## src/common/dpsel_cfg.svh

```systemverilog
`ifndef DPSEL_CFG_SVH
`define DPSEL_CFG_SVH
`define DPSEL_CLK_HZ 50000000
`define DPSEL_CLK_PER_NS 20
`define DPSEL_NREF 4
`define DPSEL_LOS_WIN_MIN 16'h0008
`define DPSEL_FWIN_SHORT_US 5000
`define DPSEL_FWIN_LONG_US 400000
`define DPSEL_FWIN_SHORT_CYC (`DPSEL_FWIN_SHORT_US * (`DPSEL_CLK_HZ / 1000000))
`define DPSEL_FWIN_LONG_CYC (`DPSEL_FWIN_LONG_US * (`DPSEL_CLK_HZ / 1000000))
`define DPSEL_ACT_MIN_EDGES 2'h2
`define DPSEL_HL_AVG_LAST 4'hF
`define DPSEL_HL_AVG_SHIFT 4
`define DPSEL_HO_FILT_SHIFT 4
`define DPSEL_PRESENT_SE 4'hF
`define DPSEL_PRESENT_DIFF 4'h5
`endif

```

## src/common/dpsel_pkg.sv

```systemverilog
package dpsel_pkg;
	typedef enum logic [2:0] {
		st_free_run,
		st_acquire,
		st_normal,
		st_holdover,
		st_hitless,
		st_write_freq
	} dpsel_state_t;

	typedef enum logic [1:0] {
		frc_free_run,
		frc_holdover,
		frc_write_freq
	} dpsel_force_t;

	typedef enum logic [1:0] {
		ho_instant,
		ho_filtered,
		ho_history
	} dpsel_ho_src_t;

	function automatic logic [24:0] dpsel_abs_diff(input logic [24:0] a, input logic [24:0] b);
		return (a > b) ? a - b : b - a;
	endfunction
endpackage

```

## src/common/dpsel_mon_if.sv

```systemverilog
`timescale 1ns/100ps
interface dpsel_mon_if;
	logic [4:0] loss_of_signal_monitor;
	logic [3:0] act;
	logic [3:0] fok;
	logic [3:0] qual;
	logic lock;
	modport mon(output loss_of_signal_monitor, output act, output fok, output qual);
	modport lkd(output lock);
	modport core(input loss_of_signal_monitor, input act, input fok, input qual, input lock);
endinterface

```

## src/core/dpsel_core.sv

```systemverilog
`timescale 1ns/100ps
`include "dpsel_cfg.svh"
// What this block does
// - single-ended: pair pins feed refs 0-3; differential: pairs feed refs 0 and 2.
// - four refs get missing-edge, activity and frequency checks; xtal missing-edge only.
// - missing-edge window spans several periods, at least eight measuring clocks.
// - frequency measurement over a nominal 5 ms window.
// - frequency measurement alternatively over a nominal 0.4 s window.
// - loop lock shown as a status bit and, if enabled, on an output pin.
// - loop picks one of the references, automatically or manually.
// - manual index comes from input pins or a configuration field.
// - automatic pick by qualification and priority; ties go to lower index.
// - revertive: always highest-priority qualified ref; equal or lower never displaces.
// - non-revertive: keep current ref until it is disqualified.
// - hitless switching cancels the phase step at switch or holdover exit.
// - controller has six states, entered automatically or by force.
// - reset, VCO calibration or synthesizer mode hold free-run with no ref.
// - any qualified reference (in manual mode only the selected one) moves free-run to acquire with acquisition bandwidth.
// - acquire losing its ref with no other goes to free-run or holdover.
// - acquire goes to normal on lock; normal uses normal bandwidth.
// - normal losing its ref goes to holdover or free-run as configured.
// - switch from normal passes holdover, then hitless switch or acquire.
// - holdover holds instantaneous, filtered or history frequency value.
// - hitless state averages phase offset, stores it, then goes to acquire.
// - write-frequency uses preset offset; force free-run, holdover or write-frequency.
// - lock asserts after phase error stays below threshold for half the interval.
module dpsel_core #(
	parameter int unsigned FWIN_SHORT_CYC = `DPSEL_FWIN_SHORT_CYC,
	parameter int unsigned FWIN_LONG_CYC = `DPSEL_FWIN_LONG_CYC
) (
	input logic clk_sys,
	input logic rst_n,
	input logic ce,
	input logic ref_pair0_true_pin,
	input logic ref_pair0_comp_pin,
	input logic ref_pair1_true_pin,
	input logic ref_pair1_comp_pin,
	input logic xtal_ref_pin,
	input logic input_single_ended,
	input logic [15:0] los_window,
	input logic freq_win_long,
	input logic [3:0][24:0] freq_expect,
	input logic [15:0] freq_tol,
	input logic auto_select,
	input logic revertive,
	input logic manual_from_pins,
	input logic [1:0] general_input_pins,
	input logic [1:0] manual_ref_sel,
	input logic [3:0][3:0] ref_priority,
	input logic synth_mode,
	input logic vco_cal_busy,
	input logic hitless_en,
	input logic loss_to_holdover,
	input logic force_en,
	input logic [1:0] force_state,
	input logic [1:0] holdover_src,
	input logic [28:0] loop_freq_word,
	input logic [28:0] history_freq_word,
	input logic [28:0] write_freq_preset,
	input logic signed [15:0] phase_err,
	input logic [15:0] lock_thr,
	input logic [23:0] lock_interval,
	input logic lock_gpo_en,
	output logic [2:0] dpll_state,
	output logic [1:0] sel_ref,
	output logic sel_ref_valid,
	output logic acq_bw_sel,
	output logic norm_bw_sel,
	output logic lock_status,
	output logic lock_gpo,
	output logic [3:0] ref_qual,
	output logic [3:0] ref_los,
	output logic [3:0] ref_active,
	output logic [3:0] ref_freq_ok,
	output logic xtal_los,
	output logic freq_override,
	output logic [28:0] freq_offset,
	output logic signed [15:0] loop_phase_err,
	output logic signed [15:0] phase_offset
);
	typedef struct packed {
		dpsel_pkg::dpsel_state_t state;
		logic [1:0] sel;
		logic sel_vld;
		logic [3:0] hl_cnt;
		logic signed [19:0] hl_acc;
		logic signed [15:0] ph_off;
		logic signed [15:0] err_adj;
		logic signed [28:0] filt;
		logic [28:0] hold;
		logic [28:0] fout;
	} dpsel_core_st_t;

	dpsel_core_st_t q, d;
	dpsel_mon_if mif();

	logic [3:0] internal_ref;
	logic [3:0] ref_present;
	logic [2:0] best;
	logic [1:0] man_idx;
	logic [1:0] tgt_sel;
	logic tgt_vld, tgt_q, cur_q, new_sel, hard, track;
	logic [28:0] ho_value;
	logic signed [29:0] filt_diff;
	logic signed [19:0] hl_sum;

	function automatic logic [2:0] dpsel_best(input logic [3:0] ok, input logic [3:0][3:0] pr);
		logic [2:0] r;
		r = 3'h0;
		// strict compare: on equal priority the lower index stays
		for (int i = 0; i < 4; i++) begin
			if (ok[i] && (!r[2] || pr[i] < pr[r[1:0]])) begin
				r = {1'b1, 2'(i)};
			end
		end
		return r;
	endfunction

	////////////////////////////////////////////////////////////////
	// pin mapping and monitors

	always_comb begin
		internal_ref[0] = ref_pair0_true_pin;
		internal_ref[1] = input_single_ended & ref_pair0_comp_pin;
		internal_ref[2] = ref_pair1_true_pin;
		internal_ref[3] = input_single_ended & ref_pair1_comp_pin;
		ref_present = input_single_ended ? `DPSEL_PRESENT_SE : `DPSEL_PRESENT_DIFF;
	end

	dpsel_ref_monitor #(
		.FWIN_SHORT_CYC(FWIN_SHORT_CYC),
		.FWIN_LONG_CYC(FWIN_LONG_CYC)
	) u_mon (
		.clk_sys(clk_sys),
		.rst_n(rst_n),
		.ce(ce),
		.ref_lvl(internal_ref),
		.ref_present(ref_present),
		.xtal_lvl(xtal_ref_pin),
		.los_window(los_window),
		.freq_win_long(freq_win_long),
		.freq_expect(freq_expect),
		.freq_tol(freq_tol),
		.mif(mif.mon)
	);

	assign track = (q.state == dpsel_pkg::st_acquire) || (q.state == dpsel_pkg::st_normal);

	dpsel_lock_detect u_lkd (
		.clk_sys(clk_sys),
		.rst_n(rst_n),
		.ce(ce),
		.track(track),
		.phase_err(phase_err),
		.lock_thr(lock_thr),
		.lock_interval(lock_interval),
		.mif(mif.lkd)
	);

	////////////////////////////////////////////////////////////////
	// reference selection

	always_comb begin
		best = dpsel_best(mif.qual, ref_priority);
		man_idx = manual_from_pins ? general_input_pins : manual_ref_sel;
		cur_q = q.sel_vld & mif.qual[q.sel];
		if (!auto_select) begin
			tgt_sel = man_idx;
			tgt_vld = ref_present[man_idx];
		end else if (!best[2]) begin
			tgt_sel = q.sel;
			tgt_vld = 1'b0;
		end else if (!cur_q) begin
			tgt_sel = best[1:0];
			tgt_vld = 1'b1;
		end else if (revertive && ref_priority[best[1:0]] < ref_priority[q.sel]) begin
			tgt_sel = best[1:0];
			tgt_vld = 1'b1;
		end else begin
			// equal priority or non-revertive: hold on to a healthy ref
			tgt_sel = q.sel;
			tgt_vld = 1'b1;
		end
		tgt_q = tgt_vld & mif.qual[tgt_sel];
		new_sel = tgt_q & (!q.sel_vld || tgt_sel != q.sel);
		hard = synth_mode | vco_cal_busy;
	end

	////////////////////////////////////////////////////////////////
	// loop state machine

	always_comb begin
		d = q;
		case (dpsel_pkg::dpsel_ho_src_t'(holdover_src))
			dpsel_pkg::ho_instant: ho_value = loop_freq_word;
			dpsel_pkg::ho_filtered: ho_value = q.filt;
			default: ho_value = history_freq_word;
		endcase
		filt_diff = 30'(signed'(loop_freq_word)) - 30'(q.filt);
		hl_sum = q.hl_acc + 20'(phase_err);
		if (hard) begin
			d.state = dpsel_pkg::st_free_run;
			d.sel_vld = 1'b0;
		end else if (force_en) begin
			case (dpsel_pkg::dpsel_force_t'(force_state))
				dpsel_pkg::frc_holdover: d.state = dpsel_pkg::st_holdover;
				dpsel_pkg::frc_write_freq: d.state = dpsel_pkg::st_write_freq;
				default: d.state = dpsel_pkg::st_free_run;
			endcase
		end else begin
			case (q.state)
				dpsel_pkg::st_free_run: begin
					if (tgt_q) begin
						d.state = dpsel_pkg::st_acquire;
						d.sel = tgt_sel;
						d.sel_vld = 1'b1;
					end
				end
				dpsel_pkg::st_acquire: begin
					if (!cur_q && !tgt_q) begin
						d.state = loss_to_holdover ? dpsel_pkg::st_holdover : dpsel_pkg::st_free_run;
					end else if (new_sel) begin
						d.sel = tgt_sel;
						d.sel_vld = 1'b1;
					end else if (mif.lock) begin
						d.state = dpsel_pkg::st_normal;
					end
				end
				dpsel_pkg::st_normal: begin
					if (!cur_q && !tgt_q) begin
						d.state = loss_to_holdover ? dpsel_pkg::st_holdover : dpsel_pkg::st_free_run;
					end else if (new_sel) begin
						// park the frequency while the new ref is taken up
						d.state = dpsel_pkg::st_holdover;
						d.sel = tgt_sel;
						d.sel_vld = 1'b1;
					end
				end
				dpsel_pkg::st_holdover: begin
					if (tgt_q) begin
						d.state = hitless_en ? dpsel_pkg::st_hitless : dpsel_pkg::st_acquire;
						d.sel = tgt_sel;
						d.sel_vld = 1'b1;
						d.hl_cnt = 4'h0;
						d.hl_acc = 20'sh0;
					end
				end
				dpsel_pkg::st_hitless: begin
					if (!cur_q) begin
						d.hl_cnt = 4'h0;
						d.hl_acc = 20'sh0;
						if (tgt_q) begin
							d.sel = tgt_sel;
						end else begin
							d.state = loss_to_holdover ? dpsel_pkg::st_holdover : dpsel_pkg::st_free_run;
						end
					end else if (q.hl_cnt == `DPSEL_HL_AVG_LAST) begin
						d.ph_off = 16'(hl_sum >>> `DPSEL_HL_AVG_SHIFT);
						d.state = dpsel_pkg::st_acquire;
					end else begin
						d.hl_acc = hl_sum;
						d.hl_cnt = q.hl_cnt + 4'h1;
					end
				end
				default: begin
					// write-frequency only lives while forced
					d.state = dpsel_pkg::st_free_run;
				end
			endcase
		end
		if (d.state == dpsel_pkg::st_holdover && q.state != dpsel_pkg::st_holdover) begin
			d.hold = ho_value;
		end
		if (track) begin
			d.filt = q.filt + 29'(filt_diff >>> `DPSEL_HO_FILT_SHIFT);
		end
		if (!hitless_en) begin
			d.ph_off = 16'sh0;
		end
		// stored offset cancels the phase step seen by the loop
		d.err_adj = 16'(phase_err - q.ph_off);
		case (q.state)
			dpsel_pkg::st_acquire, dpsel_pkg::st_normal: d.fout = loop_freq_word;
			dpsel_pkg::st_holdover, dpsel_pkg::st_hitless: d.fout = q.hold;
			dpsel_pkg::st_write_freq: d.fout = write_freq_preset;
			default: d.fout = 29'h0;
		endcase
	end

	always_ff @(posedge clk_sys or negedge rst_n) begin
		if (!rst_n) begin
			q <= '{state: dpsel_pkg::st_free_run, default: '0};
		end else if (ce) begin
			q <= d;
		end
	end

	////////////////////////////////////////////////////////////////
	// outputs

	assign dpll_state = q.state;
	assign sel_ref = q.sel;
	assign sel_ref_valid = q.sel_vld;
	assign acq_bw_sel = (q.state == dpsel_pkg::st_acquire);
	assign norm_bw_sel = (q.state == dpsel_pkg::st_normal);
	assign lock_status = mif.lock;
	assign lock_gpo = mif.lock & lock_gpo_en;
	assign ref_qual = mif.qual;
	assign ref_los = mif.loss_of_signal_monitor[3:0];
	assign ref_active = mif.act;
	assign ref_freq_ok = mif.fok;
	assign xtal_los = mif.loss_of_signal_monitor[4];
	assign freq_override = (q.state == dpsel_pkg::st_holdover) || (q.state == dpsel_pkg::st_hitless) ||
		(q.state == dpsel_pkg::st_write_freq);
	assign freq_offset = q.fout;
	assign loop_phase_err = q.err_adj;
	assign phase_offset = q.ph_off;

	hard_free_a: assert property (@(posedge clk_sys) disable iff (!rst_n)
		ce && hard |=> q.state == dpsel_pkg::st_free_run && !q.sel_vld)
		else $error("not free-run during calibration or synth mode");
	acq_lock_a: assert property (@(posedge clk_sys) disable iff (!rst_n)
		ce && !hard && !force_en && q.state == dpsel_pkg::st_acquire && cur_q && !new_sel && mif.lock
		|=> q.state == dpsel_pkg::st_normal)
		else $error("acquire did not move to normal on lock");
	normal_loss_a: assert property (@(posedge clk_sys) disable iff (!rst_n)
		ce && !hard && !force_en && q.state == dpsel_pkg::st_normal && !cur_q && !tgt_q
		|=> q.state == ($past(loss_to_holdover) ? dpsel_pkg::st_holdover : dpsel_pkg::st_free_run))
		else $error("wrong exit from normal on loss");
	switch_ho_a: assert property (@(posedge clk_sys) disable iff (!rst_n)
		ce && !hard && !force_en && q.state == dpsel_pkg::st_normal && cur_q && new_sel
		|=> q.state == dpsel_pkg::st_holdover && q.sel == $past(tgt_sel))
		else $error("switch from normal skipped holdover");
	revert_pick_a: assert property (@(posedge clk_sys) disable iff (!rst_n)
		ce && !hard && !force_en && auto_select && revertive && q.state == dpsel_pkg::st_acquire
		&& best[2] && ref_priority[best[1:0]] < ref_priority[q.sel] |=> q.sel == $past(best[1:0]))
		else $error("revertive mode kept a lower priority ref");
	nonrev_keep_a: assert property (@(posedge clk_sys) disable iff (!rst_n)
		ce && !hard && !force_en && auto_select && !revertive && cur_q && q.state == dpsel_pkg::st_acquire
		|=> $stable(q.sel))
		else $error("non-revertive mode left a qualified ref");
	hitless_done_a: assert property (@(posedge clk_sys) disable iff (!rst_n)
		ce && !hard && !force_en && q.state == dpsel_pkg::st_hitless && cur_q && q.hl_cnt == `DPSEL_HL_AVG_LAST
		|=> q.state == dpsel_pkg::st_acquire && (!$past(hitless_en) || q.ph_off == 16'($past(hl_sum) >>> 4)))
		else $error("hitless measurement did not finish into acquire");
	write_freq_a: assert property (@(posedge clk_sys) disable iff (!rst_n)
		ce && q.state == dpsel_pkg::st_write_freq |=> freq_offset == $past(write_freq_preset))
		else $error("write-frequency did not apply preset");
endmodule

```

## src/core/dpsel_ref_monitor.sv

```systemverilog
`timescale 1ns/100ps
`include "dpsel_cfg.svh"
module dpsel_ref_monitor #(
	parameter int unsigned FWIN_SHORT_CYC = `DPSEL_FWIN_SHORT_CYC,
	parameter int unsigned FWIN_LONG_CYC = `DPSEL_FWIN_LONG_CYC
) (
	input logic clk_sys,
	input logic rst_n,
	input logic ce,
	input logic [3:0] ref_lvl,
	input logic [3:0] ref_present,
	input logic xtal_lvl,
	input logic [15:0] los_window,
	input logic freq_win_long,
	input logic [3:0][24:0] freq_expect,
	input logic [15:0] freq_tol,
	dpsel_mon_if.mon mif
);
	typedef struct packed {
		logic [4:0] prev;
		logic [4:0][15:0] gap;
		logic [4:0] loss_of_signal_monitor;
		logic [15:0] win_cnt;
		logic [3:0][1:0] act_cnt;
		logic [3:0] act;
		logic [24:0] fwin_cnt;
		logic [3:0][24:0] fcnt;
		logic [3:0] fok;
	} dpsel_mon_st_t;

	dpsel_mon_st_t q, d;
	logic [4:0] lvl, rise;
	logic [15:0] win;
	logic [24:0] fend;

	always_comb begin
		d = q;
		lvl = {xtal_lvl, ref_lvl};
		rise = lvl & ~q.prev;
		// a window shorter than this gives a noisy verdict
		win = (los_window < `DPSEL_LOS_WIN_MIN) ? `DPSEL_LOS_WIN_MIN : los_window;
		fend = freq_win_long ? 25'(FWIN_LONG_CYC - 1) : 25'(FWIN_SHORT_CYC - 1);
		d.prev = lvl;
		for (int i = 0; i < 5; i++) begin
			if (rise[i]) begin
				d.gap[i] = 16'h0;
				d.loss_of_signal_monitor[i] = 1'b0;
			end else if (q.gap[i] >= win) begin
				d.loss_of_signal_monitor[i] = 1'b1;
			end else begin
				d.gap[i] = q.gap[i] + 16'h1;
			end
		end
		d.win_cnt = (q.win_cnt >= win - 16'h1) ? 16'h0 : q.win_cnt + 16'h1;
		d.fwin_cnt = (q.fwin_cnt >= fend) ? 25'h0 : q.fwin_cnt + 25'h1;
		// xtal (index 4) only gets the missing-edge check
		for (int i = 0; i < 4; i++) begin
			if (q.win_cnt >= win - 16'h1) begin
				d.act[i] = (q.act_cnt[i] >= `DPSEL_ACT_MIN_EDGES);
				// a rise on the boundary belongs to the next window, not the bin
				d.act_cnt[i] = {1'b0, rise[i]};
			end else if (rise[i] && q.act_cnt[i] != 2'h3) begin
				d.act_cnt[i] = q.act_cnt[i] + 2'h1;
			end
			if (q.fwin_cnt >= fend) begin
				d.fok[i] = dpsel_pkg::dpsel_abs_diff(q.fcnt[i], freq_expect[i]) <= 25'(freq_tol);
				d.fcnt[i] = 25'(rise[i]);
			end else begin
				d.fcnt[i] = q.fcnt[i] + 25'(rise[i]);
			end
		end
	end

	always_ff @(posedge clk_sys or negedge rst_n) begin
		if (!rst_n) begin
			q <= '0;
		end else if (ce) begin
			q <= d;
		end
	end

	assign mif.loss_of_signal_monitor = q.loss_of_signal_monitor;
	assign mif.act = q.act;
	assign mif.fok = q.fok;
	assign mif.qual = ref_present & ~q.loss_of_signal_monitor[3:0] & q.act & q.fok;

	los_window_a: assert property (@(posedge clk_sys) disable iff (!rst_n)
		ce && !rise[0] && q.gap[0] >= win |=> q.loss_of_signal_monitor[0])
		else $error("missing edges not flagged");
	freq_hold_a: assert property (@(posedge clk_sys) disable iff (!rst_n)
		ce && q.fwin_cnt != fend |=> $stable(q.fok))
		else $error("frequency verdict moved inside window");
endmodule

```

## src/core/dpsel_lock_detect.sv

```systemverilog
`timescale 1ns/100ps
module dpsel_lock_detect (
	input logic clk_sys,
	input logic rst_n,
	input logic ce,
	input logic track,
	input logic signed [15:0] phase_err,
	input logic [15:0] lock_thr,
	input logic [23:0] lock_interval,
	dpsel_mon_if.lkd mif
);
	typedef struct packed {
		logic [23:0] cnt;
		logic lock;
	} dpsel_lkd_st_t;

	dpsel_lkd_st_t q, d;
	logic [16:0] mag;
	logic below;

	always_comb begin
		d = q;
		mag = phase_err[15] ? 17'h0 - 17'(phase_err) : 17'(phase_err);
		below = mag < 17'(lock_thr);
		if (!track || !below) begin
			d.cnt = 24'h0;
			d.lock = 1'b0;
		end else if (q.cnt >= (lock_interval >> 1)) begin
			d.lock = 1'b1;
		end else begin
			d.cnt = q.cnt + 24'h1;
		end
	end

	always_ff @(posedge clk_sys or negedge rst_n) begin
		if (!rst_n) begin
			q <= '0;
		end else if (ce) begin
			q <= d;
		end
	end

	assign mif.lock = q.lock;

	lock_half_a: assert property (@(posedge clk_sys) disable iff (!rst_n)
		ce && track && below && q.cnt >= (lock_interval >> 1) |=> q.lock)
		else $error("lock late after half interval");
endmodule

```

## config.mk

```make
export PLATFORM = sky130hd
export DESIGN_NAME = dpsel_core
export DESIGN_NICKNAME = d
export VERILOG_FILES = /design/src/common/dpsel_pkg.sv /design/src/common/dpsel_mon_if.sv /design/src/core/dpsel_core.sv /design/src/core/dpsel_ref_monitor.sv /design/src/core/dpsel_lock_detect.sv
export VERILOG_INCLUDE_DIRS = /design/src /design/src/common
export SDC_FILE = /design/constraint.sdc
export NUM_CORES = 2
export LEC_CHECK = 0
export ABC_AREA = 1
export BUFFER_PORTS_ARGS = -buffer_cell sky130_fd_sc_hd__buf_2
export CORE_AREA = 2 2 289 291
export DETAILED_ROUTE_END_ITERATION = 8
export DIE_AREA = 0 0 291 293
export GPL_ROUTABILITY_DRIVEN = 0
export PLACE_DENSITY = 0.69
export SETUP_SLACK_MARGIN = 0.1
export SYNTH_ARGS = -nofsm -noshare
export SYNTH_HDL_FRONTEND = slang
export SYNTH_SLANG_ARGS = --single-unit
```

## constraint.sdc

```tcl
create_clock -name clk_sys -period 11.3 [get_ports clk_sys]
set_input_delay 2.26 -clock clk_sys [delete_from_list [all_inputs] [get_ports clk_sys]]
set_output_delay 2.26 -clock clk_sys [all_outputs]
set_load 0.01 [all_outputs]
```

=== Word level (Yosys, flattened, before mapping) ===
Cells that the tools add are included.

* Bitwise gates (word level): 15
* Muxes and demuxes: 109
* Eq/ne operators: 43
* Reductions and logical operators: 67
* Order comparisons: 33
* $add $sub $neg: 31

{| class="wikitable"
|+ Operator list
! kind !! number
|-
| $mux W25 || 11
|-
| $mux W16 || 17
|-
| $sub A25 B25 Y25 || 8
|-
| $add A25 B1 Y25 || 4
|-
| $gt A25 B25 Y1 || 4
|-
| $le A25 B16 Y1 || 4
|-
| $add A16 B1 Y16 const B || 6
|-
| $ge A16 B16 Y1 || 6
|-
| $pmux W29 S3 || 1
|-
| $mux W24 || 3
|-
| $pmux W29 S2 || 1
|-
| $mux W3 || 17
|-
| $pmux W24 S2 || 1
|-
| $mux W41 || 1
|-
| $bmux W4 S2 || 5
|-
| $reduce_and A2 Y1 || 20
|-
| $mux W2 || 16
|-
| $mux W30 || 1
|-
| $sub A29 B29 Y30 || 1
|-
| $add A29 B26 Y29 || 1
|-
| $add A25 B1 Y25 const B || 1
|-
| $ge A25 B25 Y1 || 1
|-
| $add A24 B1 Y24 const B || 1
|-
| $ge A24 B23 Y1 || 1
|-
| 51 further kinds || 166
|}

* Output and inout bits: 89
* Flip-flop bits (word level): 421
* Word-level logic and storage cells: 333

=== Longest topological paths before layout ===
* Depth in word-level cells: 45
* Gate-level depth with buffers: 59

=== Cells and area by module ===
From an unflattened synthesis, not the netlist that was laid out.

* Cell total of the unflattened synthesis: 7094
* Area, all modules: 45758.9 um^2

{| class="wikitable"
|+ By module, submodules not included
! module !! seq. area each (um^2) !! area each (um^2) !! cells each !! times used
|-
| dpsel_ref_monitor || 6180.9 || 30533.0 || 4906 || 1
|-
| dpsel_core || 3728.6 || 12027.8 || 1679 || 1
|-
| dpsel_lock_detect || 625.6 || 3198.1 || 509 || 1
|}

=== Least setup slack after synthesis ===
No wires, ideal clock.

* Path type: input port to flip-flop
* From: input freq_expect[79] (netlist bit)
* To: register u_mon.q, in the netlist u_mon.mif.fok[3]
* Data required time: 11.217 ns
* Path buffers: 3
* Data arrival time: 7.766 ns
* Setup time: 0.083 ns
* Cell stages on the path: 40
* Setup slack: 3.451 ns
* Path through: inv_1 > ha_1 > a21oi_1 > o21ai_0 > a21oi_1 > o221ai_1 > nand2_1 > o211a_1 > nor2_1 > nor2_1 > o221ai_1 > nand2_1 > nand2_1 > a21oi_1 > o21bai_1 > nand2_1 > clkbuf_1 > buf_1 > [... 4 more ...] > inv_1 > ha_1 > a21oi_1 > o21ai_0 > a221oi_1 > o21ai_0 > nand3_1 > nand2_1 > nand3_1 > a21oi_1 > o311ai_0 > nand2_1 > a21oi_1 > o21a_1 > nand4_1 > a2111oi_0 > or3b_2 > o21ai_0

* Longest elaborated chain between the ends: 3
* Elaborated cells on any way between the ends: 5
* Classes of those cells: 2 x add/sub; 2 x order compare; 1 x mux

{| class="wikitable"
|+ RTL lines
! item !! RTL line !! text
|-
| from (decl) || dpsel_core.sv:42 || <nowiki>input logic [3:0][24:0] freq_expect,</nowiki>
|-
| $sub A25 B25 Y25 / $gt A25 B25 Y1 (equally long branches) || dpsel_pkg.sv:24 || <nowiki>return (a > b) ? a - b : b - a;</nowiki>
|-
| $mux W25 * || dpsel_pkg.sv:24 ||
|-
| $le A25 B16 Y1 * || dpsel_ref_monitor.sv:66 || <nowiki>d.fok[i] = dpsel_pkg::dpsel_abs_diff(q.fcnt[i], freq_expect[i]) <= 25'(freq_tol);</nowiki>
|-
| to (signal assigned) || dpsel_ref_monitor.sv:76 || <nowiki>q <= '0;</nowiki>
|-
| to (signal assigned) || dpsel_ref_monitor.sv:78 || <nowiki>q <= d;</nowiki>
|-
| to (decl) || dpsel_ref_monitor.sv:31 || <nowiki>dpsel_mon_st_t q, d;</nowiki>
|}

Every way passes the cells marked *; elsewhere a longest branch is shown, timed or not.
A chain may end at the register's enable or synchronous reset.

=== Worst setup path after layout ===
* From: input input_single_ended
* To: register q[40] (netlist bit)

* Longest elaborated chain between the ends: 40
* Elaborated cells on any way between the ends: 60
* Classes of those cells: 3 x order compare; 2 x eq/ne; 35 x mux; 6 x bitwise; 14 x reduce/logical

{| class="wikitable"
|+ RTL lines
! item !! RTL line !! text
|-
| from (decl) || dpsel_core.sv:39 || <nowiki>input logic input_single_ended,</nowiki>
|-
| $mux W4 (no line) * || - ||
|-
| $and A4 B4 Y4 (3 in series) || dpsel_ref_monitor.sv:85 || <nowiki>assign mif.qual = ref_present & ~q.loss_of_signal_monitor[3:0] & q.act & q.fok;</nowiki>
|-
| $logic_and A1 B1 Y1 || dpsel_core.sv:112 || <nowiki>if (ok[i] && (!r[2] || pr[i] < pr[r[1:0]])) begin</nowiki>
|-
| $mux W3 || dpsel_core.sv:112 ||
|-
| $bmux W4 S2 || dpsel_core.sv:112 ||
|-
| $mux W4 (not written as such) || dpsel_core.sv:112 ||
|-
| $lt A4 B4 Y1 || dpsel_core.sv:112 ||
|-
| $logic_or A1 B1 Y1 || dpsel_core.sv:112 ||
|-
| [... 22 more ...] || - ||
|-
| $mux W6 || dpsel_core.sv:201 || <nowiki>if (hard) begin</nowiki>
|-
| $mux W3 || dpsel_core.sv:230 || <nowiki>if (!cur_q && !tgt_q) begin</nowiki>
|-
| $pmux W3 S5 * || dpsel_core.sv:211 || <nowiki>case (q.state)</nowiki>
|-
| $mux W3 * || dpsel_core.sv:204 || <nowiki>end else if (force_en) begin</nowiki>
|-
| $mux W3 * || dpsel_core.sv:201 ||
|-
| $eq A3 B2 Y1 * || dpsel_core.sv:271 || <nowiki>if (d.state == dpsel_pkg::st_holdover && q.state != dpsel_pkg::st_holdover) begin</nowiki>
|-
| $logic_and A1 B1 Y1 * || dpsel_core.sv:271 ||
|-
| $reduce_and A2 Y1 (no line) * || - ||
|-
| to (signal assigned) || dpsel_core.sv:292 || <nowiki>q <= '{state: dpsel_pkg::st_free_run, default: '0};</nowiki>
|-
| to (signal assigned) || dpsel_core.sv:294 || <nowiki>q <= d;</nowiki>
|-
| to (decl) || dpsel_core.sv:94 || <nowiki>dpsel_core_st_t q, d;</nowiki>
|}

Every way passes the cells marked *; elsewhere a longest branch is shown, timed or not. The select of a mux whose other input is x is not followed.

==> results.md <==
* First-pass GRT wire length at roughly 200 mm
* Clk sinks at around 420
* Min Tclk post-route at 8.75 ns
* Maxcap violations at 0
* Flop pwr share at 27.5%
* CP Capture Type: register
* Drt wl/cell at 17.3 µm
* Post-synthesis sequential area ratio at 25.8%
* I/O pins at 407
* Placeable Area at 81800 µm²
* Layout cells sized above 1 at roughly a tenth
* CTS tree: yes
* Pwr/cell area at 155 nW/µm²
* Buffers on Ports at 405
* Placed insts at 7096
* WL final at 124 mm
* Total negative slack at 0 ns
* Final worst slack at 2.55 ns
* GRT Total Usage at 28.6%
* Rows at 105
* Final Hold Violating Endpoints at 0
* Post-Syn Area at 40800 µm²
* DRT Pass-1 Iters at 8
* Worst-margin pin slew at 1.19 ns
* DRC errors left at 0
* CP required at 11.81 ns
* Initial Util at 49.9%
* Die area at between 80000 and 90000 µm²
* Total CTS buffers at 54
* Critical path startpoint category: input port
* H-tree depth at 2
* GRT Max-Usage Layer: met2
* WHS at ~0.47 ns
* Hold Path Class: register to register
* Highest clock rate at roughly 110 MHz
* CTS root buf: clkbuf_16
* Number of global-route vias before repair at 38500
* Area Growth Syn to Fin at 10.9%
* Crit path kind: input port to register
* Final Skew at 0.0482 ns
* Met3 Track Usage GR at roughly 5.0%
* CTS clk-pin slew, worst paths at about 0.06 ns
* Hold Buf Count CTS at 0
* CP Max Fanout at 30
* Comb pwr share at 47.0%
* Largest net degree at the start of global routing at 174
* DP Worst Slack at 1.95 ns
* Ys async rst share at 100%
* Slew headroom at between 10% and 20%
* Clk buf depth at 3
* Initial antenna violation count at 22
* Design area at 45300 µm²
* Setup violators final at 0
* Final-stage net count at 6949
* Worst-Skew Late Latency at 0.65 ns
* Starting DRC count in detailed routing at 2870
* Final critical-path share of the clock period at about 77%
* Synth Flop Type: dfrtp_1
* Switch share at 43.1%
* Max-slew violation count at 0
* Syn. warnings at 0
* GR Util met1 at 37.8%
* GR Util met2 at about 47%
* Total net switching power at 0.00302 W
* Number of flops mapped to enable cells by yosys at 0
* Height of the die at 293 µm
* Dpl cell area at roughly 43000 µm²
* Syn Area/Cell at around 7.1 µm²
* Top cell by count, worst path: nand2_1
* Routed Antenna Nets at 0
* Internal at 0.00399 W
* Final Instance Count excl. Fillers at 7205
* Synth Register Bits at 421
* Slowest CP cell: a21oi_4
* Peak supply drop at roughly 0.22 mV
* Vias at 40000
* CP Data Arrival Time at 9.26 ns
* Static Leak at approximately 23 nW
* Via-to-Cell Ratio at 5.55
* Detailed Place HPWL at about 100 mm
* Setup Buffers After CTS at 0
* Grt ovf at 0
* Clock share of power at 25.6%
* Library cells used by synthesis at 68
* Mapped Cells at 5776
* Status: finished clean
* Resized Gates After CTS at 0
* RSZ-0062 raised after global routing: no
* Crit path largest cell delay at 0.73 ns
* Die X at 291 µm
* Post-synth net total at 6643
power groups by stage:
| stage | registers, W | logic, W | clock network [W] |
|---|---|---|---|
| after floorplan | 0.00189 | 0.00247 | 0 |
| after global placement | 0.00194 | 0.00317 | 0 |
| final | 0.00193 | 0.00330 | 0.00180 |
| after global routing | 0.00195 | 0.00376 | 0.00190 |
| after CTS | 0.00192 | 0.00326 | 0.00184 |
| after detailed placement | 0.00194 | 0.00324 | 0 |
critical path, delay by kind of cell:
kind / cells / cell delay, ns
buffers and inverters: 5 / 0.46
AOI/OAI and AO/OA: 8 / 1.78
adders and majority gates: 3 / 0.88
and+or+nand+nor: 27 / 3.85
area by class of cell:
cell class              instances  area (µm²)
fillers                      8007       36600
multi-input cells            4280       25900
flip-flops and latches        421       10500
inverters                     894        3360
repair buffers                431        2250
clock buffers                  62        1430
well taps                    1070        1340
clock inverters                35         405
diodes                         12        30.0
placed cells by master, fill, tap and decap left out, types with 18 or more instances in the layout:
cell / count
buf_2: 403
nor4_1: 32
a31oi_1: 28
clkbuf_16: 54
nor3b_1: 21
o21ai_0: 435
o22ai_1: 38
buf_4: 26
mux2i_1: 18
nand2_1: 1075
o21a_1: 48
o21bai_1: 30
o31ai_1: 30
a21oi_1: 512
nand4_1: 71
nor3_1: 121
xnor2_1: 59
ha_1: 538
a221oi_1: 18
a21o_1: 19
xor2_1: 173
o211ai_1: 57
a211oi_1: 24
nand3_1: 225
inv_1: 884
dfrtp_1: 421
nor2_1: 532
nand2_2: 24
metal layers:
metal	vias to the layer above	routed length, µm
met2	1332	56200
met4	14	4340
met5	-	92
li1	19800	-
met1	18600	54500
met3	260	9260
synth_stat cells (8+ instances only):
| cell | number | share of area (%) |
|---|---|---|
| nand2_1 | 1075 | 9.9 |
| inv_1 | 885 | 8.1 |
| ha_1 | 538 | 16 |
| nor2_1 | 536 | 4.9 |
| a21oi_1 | 512 | 6.3 |
| o21ai_0 | 435 | 5.3 |
| dfrtp_1 | 421 | 26 |
| nand3_1 | 225 | 2.8 |
| xor2_1 | 173 | 3.7 |
| nor3_1 | 122 | 1.5 |
| clkbuf_1 | 81 | 0.74 |
| buf_4 | 79 | 1.5 |
| nand4_1 | 71 | 1.1 |
| xnor2_1 | 59 | 1.3 |
| o211ai_1 | 57 | 1.0 |
| o21a_1 | 48 | 0.88 |
| o22ai_1 | 38 | 0.58 |
| nor4_1 | 32 | 0.49 |
| o21bai_1 | 30 | 0.55 |
| o31ai_1 | 30 | 0.55 |
| a31oi_1 | 28 | 0.43 |
| a211oi_1 | 24 | 0.44 |
| nand2_2 | 24 | 0.37 |
| nor3b_1 | 21 | 0.39 |
| a21o_1 | 19 | 0.35 |
| a221oi_1 | 18 | 0.39 |
| mux2i_1 | 18 | 0.44 |
| or2_2 | 16 | 0.25 |
| o221ai_1 | 14 | 0.30 |
| a21boi_0 | 13 | 0.24 |
| buf_1 | 11 | 0.10 |
| fa_1 | 11 | 0.54 |
| o311ai_0 | 11 | 0.24 |
| a2111oi_0 | 9 | 0.19 |
| o2111ai_1 | 8 | 0.17 |
path summary, 6_finish.rpt:
| kind | start | endpoint | slack (ns) | cells after the start |
|---|---|---|---|---|
| setup / recovery | input_single_ended | q[40] | 2.55 | 43 |
| hold / removal | q[57] | q[57] | 0.47 | 2 |
| setup reg to reg | u_mon.mif.loss_of_signal_monitor[1] | q[40] | 3.85 | 41 |
| hold reg to reg | q[57] | q[57] | 0.47 | 2 |
| max in group asynchronous | rst_n | freq_offset[23] | 7.45 | 3 |
| min in group asynchronous | rst_n | phase_offset[12] | 1.57 | 1 |
flip-flops by register name, summed over array words and instances, names as in the netlist:
name and flops:
sel_ref 2, u_lkd.mif.lock 1, loop_phase_err 16, freq_offset 29, u_lkd.q 24, u_mon.mif.loss_of_signal_monitor 5
dpll_state 3, u_mon.q 234, u_mon.mif.fok 4, u_mon.mif.act 4, sel_ref_valid 1, phase_offset 16
q 82
per-stage QoR:
step           utilization, %  total power [W]
2_1_floorplan               -          0.00435
5_1_grt                  55.3          0.00761
4_1_cts                  55.3          0.00702
3_3_place_gp             53.0          0.00511
6_report                 55.3          0.00702
3_5_place_dp             53.0          0.00518
cell families after synthesis:
logic type               count (synthesis)  synth area share [%]
multiplexers                            22                 0.552
XOR/XNOR                               232                  4.98
adder cells (fa/ha/maj)                549                  17.0
buffers and inverters                 1075                  10.7
flip-flops                             421                  25.8
AND/OR/NAND/NOR                       2152                  22.3
AO/OA/AOI/OAI                         1325                  18.6
Note: power is estimated with default switching activity, not from simulation.
